<file path="config.mk">
export PLATFORM = sky130hd
export DESIGN_NAME = dctc_core
export DESIGN_NICKNAME = d
export VERILOG_FILES = /design/src/logic/dctc_pkg.sv /design/src/logic/dctc_timer.sv /design/src/logic/dctc_core.sv
export VERILOG_INCLUDE_DIRS = /design/src /design/src/logic
export SDC_FILE = /design/constraint.sdc
export NUM_CORES = 1
export LEC_CHECK = 0
export BUFFER_PORTS_ARGS = -buffer_cell sky130_fd_sc_hd__buf_2
export CAP_MARGIN = 10
export CORE_MARGIN = 8
export CORE_UTILIZATION = 41
export CTS_CLUSTER_SIZE = 8
export DETAILED_ROUTE_END_ITERATION = 10
export GPL_ROUTABILITY_DRIVEN = 0
export PLACE_DENSITY = 0.7
export SLEW_MARGIN = 20
export SYNTH_ARGS = -nofsm -noshare
export SYNTH_HDL_FRONTEND = slang
export SYNTH_SLANG_ARGS = --single-unit
</file>
<file path="constraint.sdc">
create_clock -name clock -period 3.3 [get_ports clock]
set_clock_uncertainty 0.05 [all_clocks]
set_input_delay 0.66 -clock clock [delete_from_list [all_inputs] [get_ports clock]]
set_output_delay 0.66 -clock clock [all_outputs]
set_load 0.03 [all_outputs]
</file>
<file path="src/logic/dctc_regs.svh">
`ifndef DCTC_REGS_SVH
`define DCTC_REGS_SVH
`define DCTC_AW 8
`define DCTC_NBANK 8
`define DCTC_TIM_OFS 8'h00
`define DCTC_CFG_OFS 8'h04
`define DCTC_RFI_OFS 8'h08
`define DCTC_STAT_OFS 8'h0C
`define DCTC_RFC 31:25
`define DCTC_RP 24:22
`define DCTC_RCD 21:19
`define DCTC_WR 18:16
`define DCTC_RAS 15:11
`define DCTC_RC 10:6
`define DCTC_RRD 5:3
`define DCTC_WTR 1:0
`define DCTC_EN_BIT 0
`define DCTC_UNLK_BIT 15
`define DCTC_TIM_RST 32'h7FFF_FFFB
`define DCTC_TIM_WMASK 32'hFFFF_FFFB
`define DCTC_RFI_RST 16'h0618
`define DCTC_RFI_MIN 16'h0100
`define DCTC_RESP_OK 2'h0
`define DCTC_RESP_ERR 2'h2
`define DCTC_GAP_MAX 8'hFF
`endif

</file>
<file path="src/logic/dctc_pkg.sv">
package dctc_pkg;
  typedef enum logic [2:0] {
    OP_NOP,
    OP_REFRESH,
    OP_LOAD_MODE,
    OP_ACTIVATE,
    OP_PRECHARGE,
    OP_READ,
    OP_WRITE
  } dctc_op_t;

  typedef struct packed {
    logic valid;
    dctc_op_t op;
    logic [2:0] bank;
  } dctc_req_t;

  typedef struct packed {
    dctc_op_t op;
    logic [2:0] bank;
  } dctc_mcmd_t;
endpackage : dctc_pkg

</file>
<file path="src/logic/dctc_timer.sv">
`timescale 1ns/1ps
`default_nettype none
module dctc_timer #(
  parameter int W = 3
) (
  input wire logic clock,
  input wire logic nrst,
  input wire logic load,
  input wire logic [W-1:0] value,
  output logic done
);
  logic [W-1:0] cnt;

  // Loading the raw field gives a gap of field plus one cycles before done returns.
  always_ff @(posedge clock or negedge nrst) begin
    if (!nrst) begin
      cnt <= '0;
    end else if (load) begin
      cnt <= value;
    end else if (cnt != '0) begin
      cnt <= cnt - 1'b1;
    end
  end

  assign done = (cnt == '0);
endmodule : dctc_timer
`default_nettype wire

</file>
<file path="src/logic/dctc_core.sv">
`timescale 1ns/1ps
`default_nettype none
`include "dctc_regs.svh"
module dctc_core
  import dctc_pkg::*;
(
  input wire logic clock,
  input wire logic nrst,
  input wire logic [`DCTC_AW-1:0] s_awaddr,
  input wire logic s_awvalid,
  output logic s_awready,
  input wire logic [31:0] s_wdata,
  input wire logic [3:0] s_wstrb,
  input wire logic s_wvalid,
  output logic s_wready,
  output logic [1:0] s_bresp,
  output logic s_bvalid,
  input wire logic s_bready,
  input wire logic [`DCTC_AW-1:0] s_araddr,
  input wire logic s_arvalid,
  output logic s_arready,
  output logic [31:0] s_rdata,
  output logic [1:0] s_rresp,
  output logic s_rvalid,
  input wire logic s_rready,
  input wire dctc_req_t req,
  output logic req_grant,
  output dctc_mcmd_t mem_cmd,
  output logic mem_cmd_valid,
  output logic init_start,
  output logic memory_interface_enable,
  output logic [15:0] refresh_interval
);
  logic [31:0] sdram_timing_one;
  logic timing_write_unlock;
  logic [`DCTC_AW-1:0] aw_addr;
  logic [31:0] w_data;
  logic [3:0] w_strb;

  function automatic logic [31:0] merge(input logic [31:0] old, input logic [31:0] nw,
                                        input logic [3:0] be);
    logic [31:0] m;
    m = old;
    for (int i = 0; i < 4; i++) begin
      if (be[i]) begin
        m[8*i +: 8] = nw[8*i +: 8];
      end
    end
    return m;
  endfunction : merge

  function automatic logic [7:0] gap_next(input logic start, input logic [7:0] g);
    return start ? 8'h01 : ((g == `DCTC_GAP_MAX) ? g : g + 8'h01);
  endfunction : gap_next

  // Write path: address and data are caught in either order, then applied together.
  wire logic aw_take = s_awvalid && s_awready;
  wire logic w_take = s_wvalid && s_wready;
  wire logic wr_go = !s_awready && !s_wready && !s_bvalid;
  wire logic sel_tim = aw_addr == `DCTC_TIM_OFS;
  wire logic sel_cfg = aw_addr == `DCTC_CFG_OFS;
  wire logic sel_rfi = aw_addr == `DCTC_RFI_OFS;
  wire logic wr_map = sel_tim || sel_cfg || sel_rfi || (aw_addr == `DCTC_STAT_OFS);
  wire logic [31:0] tim_merge = merge(sdram_timing_one, w_data, w_strb) & `DCTC_TIM_WMASK;
  wire logic tim_we = wr_go && sel_tim && timing_write_unlock;
  wire logic [31:0] cfg_merge = merge({16'h0000, timing_write_unlock, 14'h0000,
                                       memory_interface_enable}, w_data, w_strb);
  wire logic [31:0] rfi_word = merge({16'h0000, refresh_interval}, w_data, w_strb);
  wire logic [15:0] rfi_merge = rfi_word[15:0];
  wire logic [15:0] rfi_floor = {8'h00, sdram_timing_one[`DCTC_RFC], 1'b0};
  wire logic [15:0] next_rfi = (rfi_merge < `DCTC_RFI_MIN) ? rfi_floor : rfi_merge;
  wire logic wr_kick = tim_we && memory_interface_enable &&
                       (tim_merge[`DCTC_WR] != sdram_timing_one[`DCTC_WR]);

  always_ff @(posedge clock or negedge nrst) begin
    if (!nrst) begin
      s_awready <= 1'b1;
      s_wready <= 1'b1;
      s_bvalid <= 1'b0;
      s_bresp <= `DCTC_RESP_OK;
      aw_addr <= '0;
      w_data <= 32'h0000_0000;
      w_strb <= 4'h0;
    end else begin
      if (aw_take) begin
        s_awready <= 1'b0;
        aw_addr <= s_awaddr;
      end
      if (w_take) begin
        s_wready <= 1'b0;
        w_data <= s_wdata;
        w_strb <= s_wstrb;
      end
      if (wr_go) begin
        s_bvalid <= 1'b1;
        s_bresp <= wr_map ? `DCTC_RESP_OK : `DCTC_RESP_ERR;
      end else if (s_bvalid && s_bready) begin
        s_bvalid <= 1'b0;
        s_awready <= 1'b1;
        s_wready <= 1'b1;
      end
    end
  end

  always_ff @(posedge clock or negedge nrst) begin
    if (!nrst) begin
      sdram_timing_one <= `DCTC_TIM_RST;
      timing_write_unlock <= 1'b0;
      memory_interface_enable <= 1'b0;
      refresh_interval <= `DCTC_RFI_RST;
      init_start <= 1'b0;
    end else begin
      init_start <= wr_kick;
      if (tim_we) begin
        sdram_timing_one <= tim_merge;
      end
      if (wr_go && sel_cfg) begin
        timing_write_unlock <= cfg_merge[`DCTC_UNLK_BIT];
        memory_interface_enable <= cfg_merge[`DCTC_EN_BIT];
      end
      if (wr_go && sel_rfi) begin
        refresh_interval <= next_rfi;
      end
    end
  end

  // Command spacing.
  logic rfc_ok, rp_ok, rrd_ok, wr_ok, wtr_ok;
  logic [`DCTC_NBANK-1:0] rcd_ok, ras_ok, rc_ok;
  wire logic is_rf = req.op == OP_REFRESH;
  wire logic is_act = req.op == OP_ACTIVATE;
  wire logic is_pre = req.op == OP_PRECHARGE;
  wire logic is_rd = req.op == OP_READ;
  wire logic is_wr = req.op == OP_WRITE;
  wire logic is_lm = req.op == OP_LOAD_MODE;
  wire logic op_ok = is_rf ? (rfc_ok && rp_ok) :
                     is_act ? (rfc_ok && rp_ok && rrd_ok && rc_ok[req.bank]) :
                     is_pre ? (wr_ok && ras_ok[req.bank]) :
                     is_rd ? (rcd_ok[req.bank] && wtr_ok) :
                     is_wr ? rcd_ok[req.bank] : 1'b1;
  // Grant is a pulse; blocking on it keeps a held request from firing on two cycles in a row.
  wire logic fire = req.valid && (req.op != OP_NOP) && op_ok && !req_grant;
  wire logic fire_rf = fire && (is_rf || is_lm);
  wire logic fire_act = fire && is_act;
  wire logic fire_pre = fire && is_pre;
  wire logic fire_wr = fire && is_wr;

  always_ff @(posedge clock or negedge nrst) begin
    if (!nrst) begin
      req_grant <= 1'b0;
      mem_cmd_valid <= 1'b0;
      mem_cmd <= '{op: OP_NOP, bank: 3'h0};
    end else begin
      req_grant <= fire;
      mem_cmd_valid <= fire;
      if (fire) begin
        mem_cmd <= '{op: req.op, bank: req.bank};
      end
    end
  end

  dctc_timer #(.W(7)) u_rfc (.clock(clock), .nrst(nrst), .load(fire_rf),
    .value(sdram_timing_one[`DCTC_RFC]), .done(rfc_ok));
  dctc_timer #(.W(3)) u_rp (.clock(clock), .nrst(nrst), .load(fire_pre),
    .value(sdram_timing_one[`DCTC_RP]), .done(rp_ok));
  dctc_timer #(.W(3)) u_rrd (.clock(clock), .nrst(nrst), .load(fire_act),
    .value(sdram_timing_one[`DCTC_RRD]), .done(rrd_ok));
  dctc_timer #(.W(3)) u_wr (.clock(clock), .nrst(nrst), .load(fire_wr),
    .value(sdram_timing_one[`DCTC_WR]), .done(wr_ok));
  dctc_timer #(.W(2)) u_wtr (.clock(clock), .nrst(nrst), .load(fire_wr),
    .value(sdram_timing_one[`DCTC_WTR]), .done(wtr_ok));

  for (genvar b = 0; b < `DCTC_NBANK; b++) begin : g_bank
    wire logic hit = req.bank == 3'(b);
    wire logic act_b = fire_act && hit;
    logic [7:0] gap;
    dctc_timer #(.W(3)) u_rcd (.clock(clock), .nrst(nrst), .load(act_b),
      .value(sdram_timing_one[`DCTC_RCD]), .done(rcd_ok[b]));
    dctc_timer #(.W(5)) u_ras (.clock(clock), .nrst(nrst), .load(act_b),
      .value(sdram_timing_one[`DCTC_RAS]), .done(ras_ok[b]));
    dctc_timer #(.W(5)) u_rc (.clock(clock), .nrst(nrst), .load(act_b),
      .value(sdram_timing_one[`DCTC_RC]), .done(rc_ok[b]));

    always_ff @(posedge clock or negedge nrst) begin
      if (!nrst) begin
        gap <= `DCTC_GAP_MAX;
      end else begin
        gap <= gap_next(act_b, gap);
      end
    end

    rcd_gap_a: assert property (@(posedge clock) disable iff (!nrst)
      fire && hit && (is_rd || is_wr) |-> gap > sdram_timing_one[`DCTC_RCD])
      else $error("Access issued too soon after activate.");
    ras_gap_a: assert property (@(posedge clock) disable iff (!nrst)
      fire_pre && hit |-> gap > sdram_timing_one[`DCTC_RAS])
      else $error("Precharge issued before row active time.");
    rc_gap_a: assert property (@(posedge clock) disable iff (!nrst)
      act_b |-> gap > sdram_timing_one[`DCTC_RC])
      else $error("Activate issued inside row cycle time.");
  end

  // Read path and status.
  wire logic [31:0] cfg_word = {16'h0000, timing_write_unlock, 14'h0000,
                                memory_interface_enable};
  wire logic [31:0] stat_word = {27'h0000000, wtr_ok, wr_ok, rrd_ok, rp_ok, rfc_ok};
  wire logic rd_tim = s_araddr == `DCTC_TIM_OFS;
  wire logic rd_cfg = s_araddr == `DCTC_CFG_OFS;
  wire logic rd_rfi = s_araddr == `DCTC_RFI_OFS;
  wire logic rd_stat = s_araddr == `DCTC_STAT_OFS;
  wire logic rd_map = rd_tim || rd_cfg || rd_rfi || rd_stat;
  wire logic [31:0] rd_val = rd_tim ? sdram_timing_one :
                             rd_cfg ? cfg_word :
                             rd_rfi ? {16'h0000, refresh_interval} :
                             rd_stat ? stat_word : 32'h0000_0000;

  always_ff @(posedge clock or negedge nrst) begin
    if (!nrst) begin
      s_arready <= 1'b1;
      s_rvalid <= 1'b0;
      s_rdata <= 32'h0000_0000;
      s_rresp <= `DCTC_RESP_OK;
    end else if (s_arvalid && s_arready) begin
      s_arready <= 1'b0;
      s_rvalid <= 1'b1;
      s_rdata <= rd_val;
      s_rresp <= rd_map ? `DCTC_RESP_OK : `DCTC_RESP_ERR;
    end else if (s_rvalid && s_rready) begin
      s_rvalid <= 1'b0;
      s_arready <= 1'b1;
    end
  end

  // Cycles since the last refresh or load-mode, precharge, activate and write, only for the checks below.
  logic [7:0] gap_rf, gap_rp, gap_act, gap_wr;
  always_ff @(posedge clock or negedge nrst) begin
    if (!nrst) begin
      gap_rf <= `DCTC_GAP_MAX;
      gap_rp <= `DCTC_GAP_MAX;
      gap_act <= `DCTC_GAP_MAX;
      gap_wr <= `DCTC_GAP_MAX;
    end else begin
      gap_rf <= gap_next(fire_rf, gap_rf);
      gap_rp <= gap_next(fire_pre, gap_rp);
      gap_act <= gap_next(fire_act, gap_act);
      gap_wr <= gap_next(fire_wr, gap_wr);
    end
  end

  rfc_gap_a: assert property (@(posedge clock) disable iff (!nrst)
    fire && (is_rf || is_act) |-> gap_rf > sdram_timing_one[`DCTC_RFC])
    else $error("Refresh or activate inside refresh cycle time.");
  rp_gap_a: assert property (@(posedge clock) disable iff (!nrst)
    fire && (is_rf || is_act) |-> gap_rp > sdram_timing_one[`DCTC_RP])
    else $error("Refresh or activate inside precharge period.");
  wr_gap_a: assert property (@(posedge clock) disable iff (!nrst)
    fire_pre |-> gap_wr > sdram_timing_one[`DCTC_WR])
    else $error("Precharge inside write recovery.");
  rrd_gap_a: assert property (@(posedge clock) disable iff (!nrst)
    fire_act |-> gap_act > sdram_timing_one[`DCTC_RRD])
    else $error("Activates closer than bank-to-bank spacing.");
  wtr_gap_a: assert property (@(posedge clock) disable iff (!nrst)
    fire && is_rd |-> gap_wr > sdram_timing_one[`DCTC_WTR])
    else $error("Read inside write-to-read spacing.");
  init_kick_a: assert property (@(posedge clock) disable iff (!nrst)
    init_start |-> $past(memory_interface_enable) && $changed(sdram_timing_one[`DCTC_WR]))
    else $error("Initialization started without a recovery change.");
  rsvd_zero_a: assert property (@(posedge clock) disable iff (!nrst)
    $rose(s_rvalid) && rd_tim |-> !s_rdata[2])
    else $error("Reserved timing bit seen set.");
  lock_hold_a: assert property (@(posedge clock) disable iff (!nrst)
    !timing_write_unlock |=> $stable(sdram_timing_one))
    else $error("Timing register changed while locked.");
  refr_floor_a: assert property (@(posedge clock) disable iff (!nrst)
    wr_go && sel_rfi && (rfi_merge < `DCTC_RFI_MIN) |=> refresh_interval == $past(rfi_floor))
    else $error("Short refresh interval not replaced by floor.");
  grant_one_a: assert property (@(posedge clock) disable iff (!nrst)
    req_grant |-> mem_cmd_valid ##1 !req_grant)
    else $error("Grant did not come as a single pulse.");

  // Loads and answers are held against the decode itself, so a slip shows at its source.
  tim_load_a: assert property (@(posedge clock) disable iff (!nrst)
    tim_we |=> sdram_timing_one == $past(tim_merge))
    else $error("Unlocked timing write did not land.");
  init_lock_a: assert property (@(posedge clock) disable iff (!nrst)
    wr_go && sel_tim && !timing_write_unlock |=> !init_start)
    else $error("Locked timing write started initialization.");
  refr_keep_a: assert property (@(posedge clock) disable iff (!nrst)
    wr_go && sel_rfi && (rfi_merge >= `DCTC_RFI_MIN) |=> refresh_interval == $past(rfi_merge))
    else $error("Refresh interval not loaded as written.");
  cmd_echo_a: assert property (@(posedge clock) disable iff (!nrst)
    fire |=> mem_cmd_valid && mem_cmd.op == $past(req.op) && mem_cmd.bank == $past(req.bank))
    else $error("Issued command does not match the request.");
  bresp_err_a: assert property (@(posedge clock) disable iff (!nrst)
    wr_go && !wr_map |=> s_bvalid && s_bresp == `DCTC_RESP_ERR)
    else $error("Unmapped write not answered with an error.");
  rresp_err_a: assert property (@(posedge clock) disable iff (!nrst)
    s_arvalid && s_arready && !rd_map |=>
    s_rvalid && s_rresp == `DCTC_RESP_ERR && s_rdata == 32'h0000_0000)
    else $error("Unmapped read not answered with an error.");
endmodule : dctc_core
`default_nettype wire

</file>
Yosys cells after proc, flatten, opt, wreduce, memory -nomap -nowiden
Cells that the tools add are included.

Add/subtract/negate cells: 29. $lt $le $gt $ge: 2. Eq/ne operators: 20. Muxes and demuxes: 91. Reductions and logical operators: 143.

Operator list (count): $mux W5 (33); $logic_not A5 Y1 (16); $reduce_bool A5 Y1 (16); $sub A5 B1 Y5 const B (16); $mux W3 (23); $reduce_bool A2 Y1 (32); $mux W16 (3); $logic_not A3 Y1 (12); $reduce_bool A3 Y1 (12); $logic_and A1 B1 Y1 (33); $sub A3 B1 Y3 const B (11); $eq A8 B4 Y1 const B (4); $mux W32 (1); $eq A3 B3 Y1 const B (7); $mux W1 (20); $eq A8 B3 Y1 const B (2); $logic_not A8 Y1 (2); $lt A16 B9 Y1 const B (1); $mux W8 (2); $mux W7 (2); $eq A3 B2 Y1 const B (4); $reduce_and A2 Y1 (6); $bmux W1 S3 (3); $mux W2 (4); 10 further kinds (20).

Flip-flop bits (word level): 264. Input port bits: 66. Output and inout port bits: 67. Word-level logic and storage cells: 337.

Logic depth before layout (Yosys ltp)
Gate-level depths: netlist of run 1.

Word-level depth: 13. Gate-level depth with buffers: 11. Gate-level depth less buffers: 8.

By module
A second synthesis of run 1 with hierarchy kept.

Cell total of the unflattened synthesis: 1219. Area, all modules: 13476.7 sq um.

Modules (own cells, without submodules): dctc_core (times used 1, cells each 501, area an instance 6248.5 sq um, seq. area each 3549.7 sq um); dctc_timer at g_bank[0].u_ras ... (times used 16, cells each 27, area an instance 279.0 sq um, seq. area each 125.1 sq um); dctc_timer at g_bank[0].u_rcd ... (times used 11, cells each 21, area an instance 201.4 sq um, seq. area each 75.1 sq um); dctc_timer at u_rfc (times used 1, cells each 43, area an instance 434.2 sq um, seq. area each 175.2 sq um); dctc_timer at u_wtr (times used 1, cells each 12, area an instance 113.9 sq um, seq. area each 50.0 sq um).

Least setup slack after synthesis of run 1
Ideal clock, no wire load.

Path type: register to register. From: register u_rfc.cnt[0]. To: register g_bank[7].u_rcd.cnt[0]. Setup time: 0.125 ns. Data arrival time: 2.753 ns. Required time: 3.125 ns. Setup slack: 0.372 ns. Cell stages (with the launch flop): 10. Path buffers: 2. Period minus slack after synthesis: 2.928 ns. Path through: dfrtp_1 > inv_1 > ha_1 > or4b_4 > or3b_1 > or3_1 > buf_6 > a211o_4 > buf_6 > mux2_4.

Word-level cells in the longest chain between the ends: 11. Elaborated cells on any way between the ends: 12. Classes of those cells: mux: 3; reduce/logical: 9.

Ends and longest elaborated chain: start: declaration (RTL line dctc_timer.sv:12) `logic [W-1:0] cnt;`; start signal: assignment (RTL line dctc_timer.sv:19) `cnt <= value;`; start signal: assignment (RTL line dctc_timer.sv:21) `cnt <= cnt - 1'b1;`; $logic_not A7 Y1 (*) (RTL line dctc_timer.sv:25) `assign done = (cnt == '0);`; $logic_and A1 B1 Y1 (*) (RTL line dctc_core.sv:136, dctc_core.sv:137); $logic_and A1 B1 Y1 (2 in a row) (RTL line dctc_core.sv:137) `is_act ? (rfc_ok && rp_ok && rrd_ok && rc_ok[req.bank]) :`; $mux W1 (RTL line dctc_core.sv:137); $mux W1 (*) (RTL line dctc_core.sv:136) `wire logic op_ok = is_rf ? (rfc_ok && rp_ok) :`; $logic_and A1 B1 Y1 (*) (2 in a row) (RTL line dctc_core.sv:142) `wire logic fire = req.valid && (req.op != OP_NOP) && op_ok && !req_grant;`; $logic_and A1 B1 Y1 (*) (RTL line dctc_core.sv:144) `wire logic fire_act = fire && is_act;`; $logic_and A1 B1 Y1 (*) (RTL line dctc_core.sv:175) `wire logic act_b = fire_act && hit;`; $mux W3 or $reduce_bool A2 Y1 (tied branches); end signal: assignment (RTL line dctc_timer.sv:19); end signal: assignment (RTL line dctc_timer.sv:21); end: declaration (RTL line dctc_timer.sv:12).

Every way passes the cells marked *; elsewhere a longest branch is shown, timed or not. A chain may end at the register's enable or synchronous reset.

Worst setup path in the final report of run 1
From: register u_rfc.cnt[0]. To: register g_bank[1].u_rcd.cnt[2].

Word-level cells in the longest chain between the ends: 11. Elaborated cells on any way between the ends: 12. Classes of those cells: mux: 3; reduce/logical: 9.

Ends and longest elaborated chain (RTL line): $logic_not A7 Y1 (*) (dctc_timer.sv:25); $logic_and A1 B1 Y1 (*) (dctc_core.sv:136, dctc_core.sv:137); $logic_and A1 B1 Y1 (2 in a row) (dctc_core.sv:137); $mux W1 (dctc_core.sv:137); $mux W1 (*) (dctc_core.sv:136); $logic_and A1 B1 Y1 (*) (2 in a row) (dctc_core.sv:142); $logic_and A1 B1 Y1 (*) (dctc_core.sv:144); $logic_and A1 B1 Y1 (*) (dctc_core.sv:175); $mux W3 or $reduce_bool A2 Y1 (tied branches); end signal: assignment (dctc_timer.sv:19); end signal: assignment (dctc_timer.sv:21); end: declaration (dctc_timer.sv:12).

Marks and branches as above.

==> impl_metrics.py, run 1 <==
metrics = {
    "die": {
        "coreArea_um2": 32400,
        "rows": 66,
        "die_h_um": 197,
        "start_util": 0.414,
        "ios": 133,
        "die_area_um2": 38700,
        "die_w_um": 197,
    },
    "setup_path": {
        "cp.arrival_ns": 3.53,
        "cp_max_fo": 20,
        "crit_path_max_incr_delay_ns": 0.48,
        "rr_endpoint": "g_bank[1].u_rcd.cnt[2]$_DFFE_PN0P_",
        "r2r_start": "u_rfc.cnt[0]$_DFFE_PN0P_",
        "crit_buf_inv": 3,
        "cp_cell_sequence": "inv_1 > ha_1 > or4b_4 > or3b_1 > or3_1 > buf_4 > or4_1 > buf_4 > nor2_1 > a21oi_1",
        "rrSetupSlack_ns": 0.11,
        "r2r_cells": 10,
        "path_delay_family": "simple AND/OR/NAND/NOR gates",
        "startpoint_type": "register",
        "end_kind": "register",
        "cp_data_required_time_ns": 3.64,
        "critical_path.slowest_cell": "or4b_4",
        "crit_top_cell": "buf_4",
        "worst-setup-path-type": "register to register",
    },
    "clocking": {
        "cts_buffer_depth": 3,
        "cts_tree": "yes",
        "cts_made_buffers": 38,
        "cts.sinks": 262,
        "h-tree-depth": 2,
        "clkTransAtPathRegs_ns": 0.05,
        "clockRootBuffer": "clkbuf_16",
        "insertion_delay_ns": 0.53,
        "cts_setup_buffers": 0,
    },
    "global_route": {
        "overflow": 0,
        "grt_pass1_vias": 10364,
        "grt_max_degree": 82,
        "grt_usage": 0.172,
        "antenna_found_initial": 1,
        "grt_pass1_wl_um": 54300,
    },
    "route": {
        "vias_per_cell": 5.28,
        "wirelength_um": 33500,
        "wl_per_cell_um": 17.6,
        "antenna_left": 0,
        "vias": 10057,
        "drc": 0,
        "drt_iter0_markers": 588,
        "first_pass_iters": 5,
    },
    "power_and_ir_drop": {
        "irDropWorstVdd_mv": 0.626,
        "leakage_nw": 7.23,
        "powerDensity_nw_per_um2": 852,
    },
    "final_layout": {
        "design_area_um2": 15800,
        "nets": 1564,
        "drive_above_1_share": 0.274,
        "final-seq-area_um2": 6600,
        "layout-area-overhead-vs-synth_pct": 17.9,
        "num-fill-cells": 3031,
        "multi_input_area_um2": 6310,
    },
    "sta": {
        "timing.final.crit_share": 0.968,
        "finalHoldViolCount": 0,
        "maxSlewHeadroom": 0.391,
        "setup-violations-final": 0,
        "fmax_ghz": 0.313,
        "period_needed_ns": 3.19,
        "maxSlewViolCount": 0,
        "rsz0062_at_grt": "false",
        "worst_pin_slew_ns": 0.909,
        "finalSetupTns_ns": 0,
    },
    "logic_synthesis": {
        "synth_largest_area_cell": "dfrtp_1",
        "async_flop_share": 1.00,
        "synth_cells": 1283,
        "synthDistinctLibCells": 60,
        "synth_area_um2": 13400,
        "avgSynthCellArea_um2": 10.5,
        "ys_seq_elements": 262,
        "synthTopCellsByArea": "dfrtp_1 42%, mux2_2 11%, dfstp_2 7.3%, ha_1 5.3%, nand2_1 3.7%",
        "synthFlopType": "dfrtp_1",
        "synth_top_area_share": 0.420,
        "synth-edff-count": 0,
        "synth-seq-area-share": 0.492,
        "yosys_warnings": 0,
    },
    "place": {
        "placed_area_um2": 14700,
        "io_buffers": 130,
        "dpl.hpwl_um": 24000,
    },
    "hold_path": {
        "hold_path.class": "input pin to asynchronous set/reset pin",
    },
    "flow_run": {
        "cap_violations": 0,
    },
    "status": {
        "status": "finished, final reports clean",
    },
}
-- sequential cells by signal, indices dropped and copies added (netlist names), 2 cells and up --
register	flops
sdram_timing_one	31
u_rrd.cnt	3
w_strb	4
g_bank.u_rc.cnt	40
g_bank.u_ras.cnt	40
g_bank.u_rcd.cnt	24
mem_cmd	6
s_rdata	32
refresh_interval	16
u_rp.cnt	3
aw_addr	8
u_rfc.cnt	7
u_wr.cnt	3
w_data	32
u_wtr.cnt	2
-- worst max path at each step --
stage,startpoint,to,depth (start not counted)
final,u_rfc.cnt[0]$_DFFE_PN0P_,g_bank[1].u_rcd.cnt[2]$_DFFE_PN0P_,10
after global routing,u_rfc.cnt[0]$_DFFE_PN0P_,g_bank[0].u_rcd.cnt[0]$_DFFE_PN0P_,10
after CTS,g_bank[2].u_rc.cnt[0]$_DFFE_PN0P_,mem_cmd[5]$_DFFE_PN0P_,9
after detailed placement,req[5],g_bank[4].u_ras.cnt[1]$_DFFE_PN0P_,7
after global placement,req[5],g_bank[4].u_ras.cnt[1]$_DFFE_PN0P_,7
after floorplan,u_rfc.cnt[0]$_DFFE_PN0P_,g_bank[7].u_rcd.cnt[0]$_DFFE_PN0P_,9
-- repair_timing --
item                                    4_1_cts  5_1_grt
resized for setup                             0        4
hold buffers                                  0        0
endpoints found under the setup margin        0       10
-- Yosys cell counts, types with 5 or more instances --
library cell,count
ha_1,57
nand2_1,133
nand2b_1,35
a21oi_1,71
or4_1,5
mux2_2,127
nand3_1,12
o211ai_1,15
nor4b_1,6
inv_1,79
nor2b_1,16
o22ai_1,5
nor3b_1,7
clkbuf_1,31
dfstp_2,37
buf_2,9
nor2_1,87
or4b_2,14
o21a_1,6
xnor2_1,34
or3_1,9
o221ai_1,8
a22o_1,23
a211o_1,7
nor3_1,37
xor2_1,6
mux2i_1,19
a22oi_1,14
o21ai_0,95
dfrtp_1,225
-- cell usage in the layout (no fill, tap or decap), types with 35 or more instances in the layout --
cell type,netlist,final
inv_1,79,79
nand2b_1,35,35
mux2_2,127,127
dfrtp_1,225,225
o21ai_0,95,95
nor3_1,37,36
dfstp_2,37,37
buf_2,9,129
clkbuf_16,0,38
nand2_1,133,132
a21oi_1,71,70
ha_1,57,57
nor2_1,87,87
-- power breakdown --
group	switching [W]	internal (W)	total, W	leakage [nW]
clock network	0.00141	0.00214	0.00355	0.518
logic	0.00232	0.00232	0.00464	3.54
registers	0.000883	0.00439	0.00528	3.17
-- metal layers --
metal  GRT usage  vias up  routed length (µm)
li1            -     4819                   -
met1       0.216     4887               14500
met2       0.284      271               15700
met3      0.0442       80                2180
met4      0.0635        0                1130
met5           0        -                   0
-- metrics by stage --
| stage | hold slack, ns | utilization | setup WS [ns] | std cells | power (W) |
|---|---|---|---|---|---|
| global route | 0.106 | 0.488 | 0.0000315 | 1904 | 0.0145 |
| detailed placement | 0.416 | 0.454 | 0.0250 | 1843 | 0.00991 |
| global placement | 0.410 | 0.454 | 0.0848 | 1843 | 0.00962 |
| CTS | 0.0783 | 0.488 | 0.0824 | 1904 | 0.0136 |
| floorplan | 0.314 | - | 0.372 | 1284 | 0.00874 |
| finish | 0.0431 | 0.488 | 0.107 | 1906 | 0.0135 |
-- cell type report --
type	count	area share
inverter	79	0.0188
clock inverter	3	0.00372
sequential	262	0.418
timing repair buffer	166	0.0605
tap	442	0.0350
antenna	2	0.000317
multi-input combinational	894	0.399
clock buffer	58	0.0649
-- logic make-up after synthesis --
group                      share of synthesized area
AOI/OAI and AO/OA                              0.124
muxes                                          0.125
adders and majority gates                     0.0532
DFF                                            0.492
and+or+nand+nor                                0.140
buffers and inverters                         0.0389
other                                       0.000280
xor gates and xnor gates                      0.0261
(Power assumes the default switching activity.)
==> run 2: changes to the inputs <==
- clock period: 3.3 -> 3.1 ns (I/O delays scaled with it)
==> run 2 against run 1 <==
Critical path depth unchanged. Power grew 6.8%. Count of clock-buffer cells in the layout up 1. Die area did not move. Global-route usage hardly changed. Largest cell class unchanged. Largest power group unchanged.
==> impl_metrics.py, run 2 (synthesis gave the netlist of run 1 again) <==
metrics = {
    "sta": {
        "maxSlewHeadroom": 0.377,
        "fmax_ghz": 0.332,
        "setup-violations-final": 0,
        "period_needed_ns": 3.02,
        "worst_pin_slew_ns": 0.930,
        "finalSetupTns_ns": 0,
        "finalHoldViolCount": 0,
        "fin_hold_ws_ns": 0.0332,
        "timing.final.crit_share": 0.973,
        "maxSlewViolCount": 0,
    },
    "die": {
        "die_h_um": 197,
        "die_w_um": 197,
        "start_util": 0.414,
        "rows": 66,
        "coreArea_um2": 32400,
        "ios": 133,
        "die_area_um2": 38700,
    },
    "clocking": {
        "clkTransAtPathRegs_ns": 0.05,
        "insertion_delay_ns": 0.52,
        "cts_tree": "yes",
        "clockRootBuffer": "clkbuf_16",
        "cts.sinks": 262,
        "cts_made_buffers": 38,
        "h-tree-depth": 2,
        "cts-hold-fix-buffers": 0,
        "cts_buffer_depth": 3,
    },
    "power_and_ir_drop": {
        "irDropWorstVdd_mv": 0.590,
        "powerDensity_nw_per_um2": 903,
        "power.total_w": 0.0144,
        "leakage_nw": 7.29,
    },
    "setup_path": {
        "worst-setup-path-type": "register to register",
        "cp_max_fo": 20,
        "cp_data_required_time_ns": 3.43,
        "cp.arrival_ns": 3.35,
        "end_kind": "register",
        "r2r_start": "u_rfc.cnt[0]$_DFFE_PN0P_",
        "rr_endpoint": "g_bank[1].u_rcd.cnt[2]$_DFFE_PN0P_",
        "r2r_cells": 10,
        "startpoint_type": "register",
        "rrSetupSlack_ns": 0.08,
    },
    "route": {
        "wl_per_cell_um": 17.5,
        "vias_per_cell": 5.24,
        "antenna_left": 0,
        "vias": 10027,
        "first_pass_iters": 5,
        "drc": 0,
        "wirelength_um": 33600,
        "drt_iter0_markers": 631,
    },
    "status": {
        "status": "finished, final reports clean",
    },
    "global_route": {
        "antenna_found_initial": 1,
        "overflow": 0,
        "grt_pass1_vias": 10435,
        "grt_pass1_wl_um": 54500,
        "grt_usage": 0.173,
        "grt_max_degree": 84,
    },
    "hold_path": {
        "hold_path.class": "input pin to asynchronous set/reset pin",
    },
    "final_layout": {
        "drive_above_1_share": 0.281,
        "final_common_cell": "dfrtp_1",
        "layoutNonFillerInstCount": 1914,
        "layout-area-overhead-vs-synth_pct": 18.8,
        "finalCoreUtilization": 0.492,
        "reg_top3": "g_bank.u_ras.cnt: 40 flops, g_bank.u_rc.cnt: 40 flops",
        "layout_common_cells": "225 x dfrtp_1, 131 x nand2_1, 129 x buf_2",
        "nets": 1573,
    },
    "flow_run": {
        "cap_violations": 0,
    },
    "place": {
        "io_buffers": 130,
        "dpl.hpwl_um": 24100,
        "dp_cells": 1852,
    },
}
## run 2: final cells by class
| type | instances | area [µm²] |
|---|---|---|
| Multi-Input combinational cell | 894 | 6350 |
| Inverter | 79 | 297 |
| Clock inverter | 2 | 32.5 |
| Antenna cell | 1 | 2.50 |
| Timing Repair Buffer | 175 | 1050 |
| Clock buffer | 59 | 1050 |
| Tap cell | 442 | 553 |
| Fill cell | 2990 | 16400 |
| Sequential cell | 262 | 6600 |
## run 2: per-stage QoR
| stage | area, µm² | setup slack, ns |
|---|---|---|
| floorplan | 13400 | 0.172 |
| global placement | 14800 | -0.0257 |
| detailed placement | 14800 | -0.0901 |
| CTS | 15900 | 0.00780 |
| global route | 15900 | -0.0134 |
| finish | 15900 | 0.0840 |
## run 2: worst max-delay path, stage by stage, from the launching register on
cell and delay, ns:
dfrtp_1 0.37, inv_1 0.08, ha_1 0.16, or4b_4 0.46
or3b_4 0.39, or3_4 0.43, buf_12 0.16, or4_4 0.44
buf_12 0.17, nor2_1 0.11, a21oi_1 0.06
## run 2: where the power goes
group | switching (W) | internal, W | leakage [nW]
Sequential | 0.000941 | 0.00468 | 3.17
Combinational | 0.00247 | 0.00251 | 3.60
Clock | 0.00149 | 0.00231 | 0.518
Total | 0.00490 | 0.00950 | 7.29
## run 2: worst max-delay path by stage
stage	slack (ns)	cells after the start	from	end
5_1_grt	-0.01	10	u_rfc.cnt[0]$_DFFE_PN0P_	g_bank[1].u_ras.cnt[0]$_DFFE_PN0P_
6_report	0.08	10	u_rfc.cnt[0]$_DFFE_PN0P_	g_bank[1].u_rcd.cnt[2]$_DFFE_PN0P_
3_5_place_dp	-0.09	7	req[5]	g_bank[4].u_ras.cnt[1]$_DFFE_PN0P_
3_3_place_gp	-0.03	7	req[5]	g_bank[4].u_ras.cnt[1]$_DFFE_PN0P_
4_1_cts	0.008	10	u_rfc.cnt[0]$_DFFE_PN0P_	g_bank[1].u_rcd.cnt[2]$_DFFE_PN0P_
2_1_floorplan	0.17	9	u_rfc.cnt[0]$_DFFE_PN0P_	g_bank[7].u_rcd.cnt[0]$_DFFE_PN0P_
## run 2: timing repair
action | in CTS | in global routing
resized for setup | 1 | 13
setup buffers | 0 | 0
endpoints found under the setup margin | 2 | 54
cloned | 0 | 0
## run 2: layer usage
| metal | global-route usage | wire length, µm | up-vias |
|---|---|---|---|
| li1 | - | - | 4826 |
| met1 | 0.215 | 14400 | 4911 |
| met2 | 0.292 | 16100 | 224 |
| met3 | 0.0476 | 2280 | 64 |
| met4 | 0.0457 | 757 | 2 |
| met5 | 0 | 8 | - |
==> run 3: changes to the inputs <==
- PLACE_DENSITY: 0.7 -> not set
- PLACE_DENSITY_LB_ADDON: not set -> 0.25
- RECOVER_POWER: not set -> 100
==> run 3 against run 2 <==
The flow now finishes with violations (capacitance limit, slew limit). Non-clock buffer count up 14. Critical path depth down 1. Hold slack better by 0.20 ns. Critical endpoint is now mem_cmd[4]$_DFFE_PN0P_. Largest power group unchanged.
==> impl_metrics.py, run 3 (synthesis gave the netlist of run 1 again) <==
metrics = {
    "sta": {
        "fmax_ghz": 0.335,
        "finalHoldViolCount": 0,
        "fin_hold_ws_ns": 0.233,
        "timing.final.crit_share": 0.963,
        "rsz0062_at_grt": "false",
        "worst_pin_slew_ns": 1.85,
        "setup-violations-final": 0,
        "maxSlewHeadroom": -0.233,
        "setup_ws_ns": 0.115,
        "maxSlewViolCount": 68,
        "period_needed_ns": 2.98,
    },
    "place": {
        "io_buffers": 130,
        "dp_cells": 1864,
        "dpl.hpwl_um": 24700,
        "dp_slack_ns": -0.0733,
        "placed_area_um2": 14900,
    },
    "clocking": {
        "clkTransAtPathRegs_ns": 0.05,
        "insertion_delay_ns": 0.51,
        "cts-hold-fix-buffers": 0,
        "cts_buffer_depth": 3,
        "h-tree-depth": 2,
        "clockRootBuffer": "clkbuf_16",
        "cts_made_buffers": 38,
        "cts_tree": "yes",
        "cts.sinks": 262,
    },
    "die": {
        "start_util": 0.414,
        "die_h_um": 197,
        "coreArea_um2": 32400,
        "ios": 133,
        "die_area_um2": 38700,
        "die_w_um": 197,
        "rows": 66,
    },
    "status": {
        "status": "finished, violations left",
        "violations": "capacitance limit, slew limit",
    },
    "setup_path": {
        "r2r_start": "g_bank[4].u_ras.cnt[0]$_DFFE_PN0P_",
        "cp.arrival_ns": 3.31,
        "startpoint_type": "register",
        "worst-setup-path-type": "register to register",
        "cp-startpoint": "g_bank[4].u_ras.cnt[0]$_DFFE_PN0P_",
        "cp_data_required_time_ns": 3.42,
        "end_kind": "register",
        "cp_max_fo": 7,
    },
    "final_layout": {
        "nets": 1587,
        "layoutNonFillerInstCount": 1929,
        "drive_above_1_share": 0.233,
        "layout_common_cells": "225 x dfrtp_1, 133 x nand2_1, 127 x mux2_2",
        "reg_top3": "g_bank.u_ras.cnt: 40 flops, g_bank.u_rc.cnt: 40 flops",
        "layout-area-overhead-vs-synth_pct": 17.9,
        "final_common_cell": "dfrtp_1",
        "design_area_um2": 15800,
    },
    "route": {
        "drt_iter0_markers": 562,
        "antenna_left": 0,
        "vias": 9990,
        "drc": 0,
        "wirelength_um": 34300,
        "wl_per_cell_um": 17.8,
        "vias_per_cell": 5.18,
        "first_pass_iters": 5,
    },
    "power_and_ir_drop": {
        "leakage_nw": 7.02,
        "powerDensity_nw_per_um2": 904,
        "irDropWorstVdd_mv": 0.483,
        "power.total_w": 0.0143,
    },
    "global_route": {
        "grt_pass1_wl_um": 55500,
        "grt_max_degree": 69,
        "overflow": 0,
        "grt_pass1_vias": 10123,
        "grt_usage": 0.178,
        "antenna_found_initial": 2,
    },
    "hold_path": {
        "hold_path.class": "input pin to register",
        "min_from": "s_awvalid",
    },
    "flow_run": {
        "cap_violations": 1,
    },
}
[run 3: cell count changes in the layout (fill, tap and decap cells not counted), moves of 3 or more]
cell and change:
buf_2 -64, o21ai_1 -3, buf_4 -3, clkbuf_4 +3, buf_12 -3, dfstp_2 -3, dfstp_1 +3, clkbuf_1 +74
clkbuf_2 +9
[run 3: area by class of cell]
| class | count | area [µm²] |
|---|---|---|
| diodes | 1 | 2.50 |
| clock buffers | 61 | 1060 |
| repair buffers | 189 | 980 |
| flip-flops and latches | 262 | 6600 |
| multi-input cells | 894 | 6310 |
| well taps | 442 | 553 |
| fillers | 3046 | 16600 |
| clock inverters | 1 | 8.76 |
| inverters | 79 | 297 |
[run 3: final timing paths]
kind | endpoint | slack (ns) | cells past startpoint
hold reg to reg | s_rdata[5]$_DFFE_PN0P_ | 0.42 | 2
min in group asynchronous | g_bank[5].u_rc.cnt[1]$_DFFE_PN0P_ | 0.56 | 1
setup / recovery | mem_cmd[4]$_DFFE_PN0P_ | 0.12 | 9
setup reg to reg | mem_cmd[4]$_DFFE_PN0P_ | 0.12 | 9
max in group asynchronous | w_data[26]$_DFFE_PN0P_ | 0.60 | 2
hold / removal | s_awready$_DFF_PN1_ | 0.23 | 2
[run 3: report_power, final]
| group | internal (W) | switching, W | leakage [nW] |
|---|---|---|---|
| logic | 0.00247 | 0.00245 | 3.34 |
| clock network | 0.00231 | 0.00146 | 0.511 |
| registers | 0.00467 | 0.000926 | 3.17 |
[run 3: critical path, stage by stage, from the launching register on]
cell and delay, ns:
dfrtp_1 0.38, inv_1 0.11, ha_1 0.20, or4b_2 0.68, mux2_2 0.31, or3_1 0.36, o211ai_2 0.17, clkbuf_2 0.26
o21a_2 0.22, o211ai_1 0.11
[run 3: through the flow]
step	TNS [ns]	util
2_1_floorplan	0	-
3_3_place_gp	-0.530	0.459
3_5_place_dp	-0.919	0.459
4_1_cts	0	0.493
5_1_grt	0	0.488
6_report	0	0.488
[run 3: timing repair]
action                     in CTS  in global routing
setup endpoints to repair      14                 53
cloned                          0                  1
gates resized for setup         2                  9
pin swaps                       0                  2
setup buffers                   0                  1
[run 3: routing by layer]
metal,GRT usage,wire (µm)
met1,0.241,15900
met2,0.277,15600
met3,0.0503,2180
met4,0.0465,654
met5,0,10
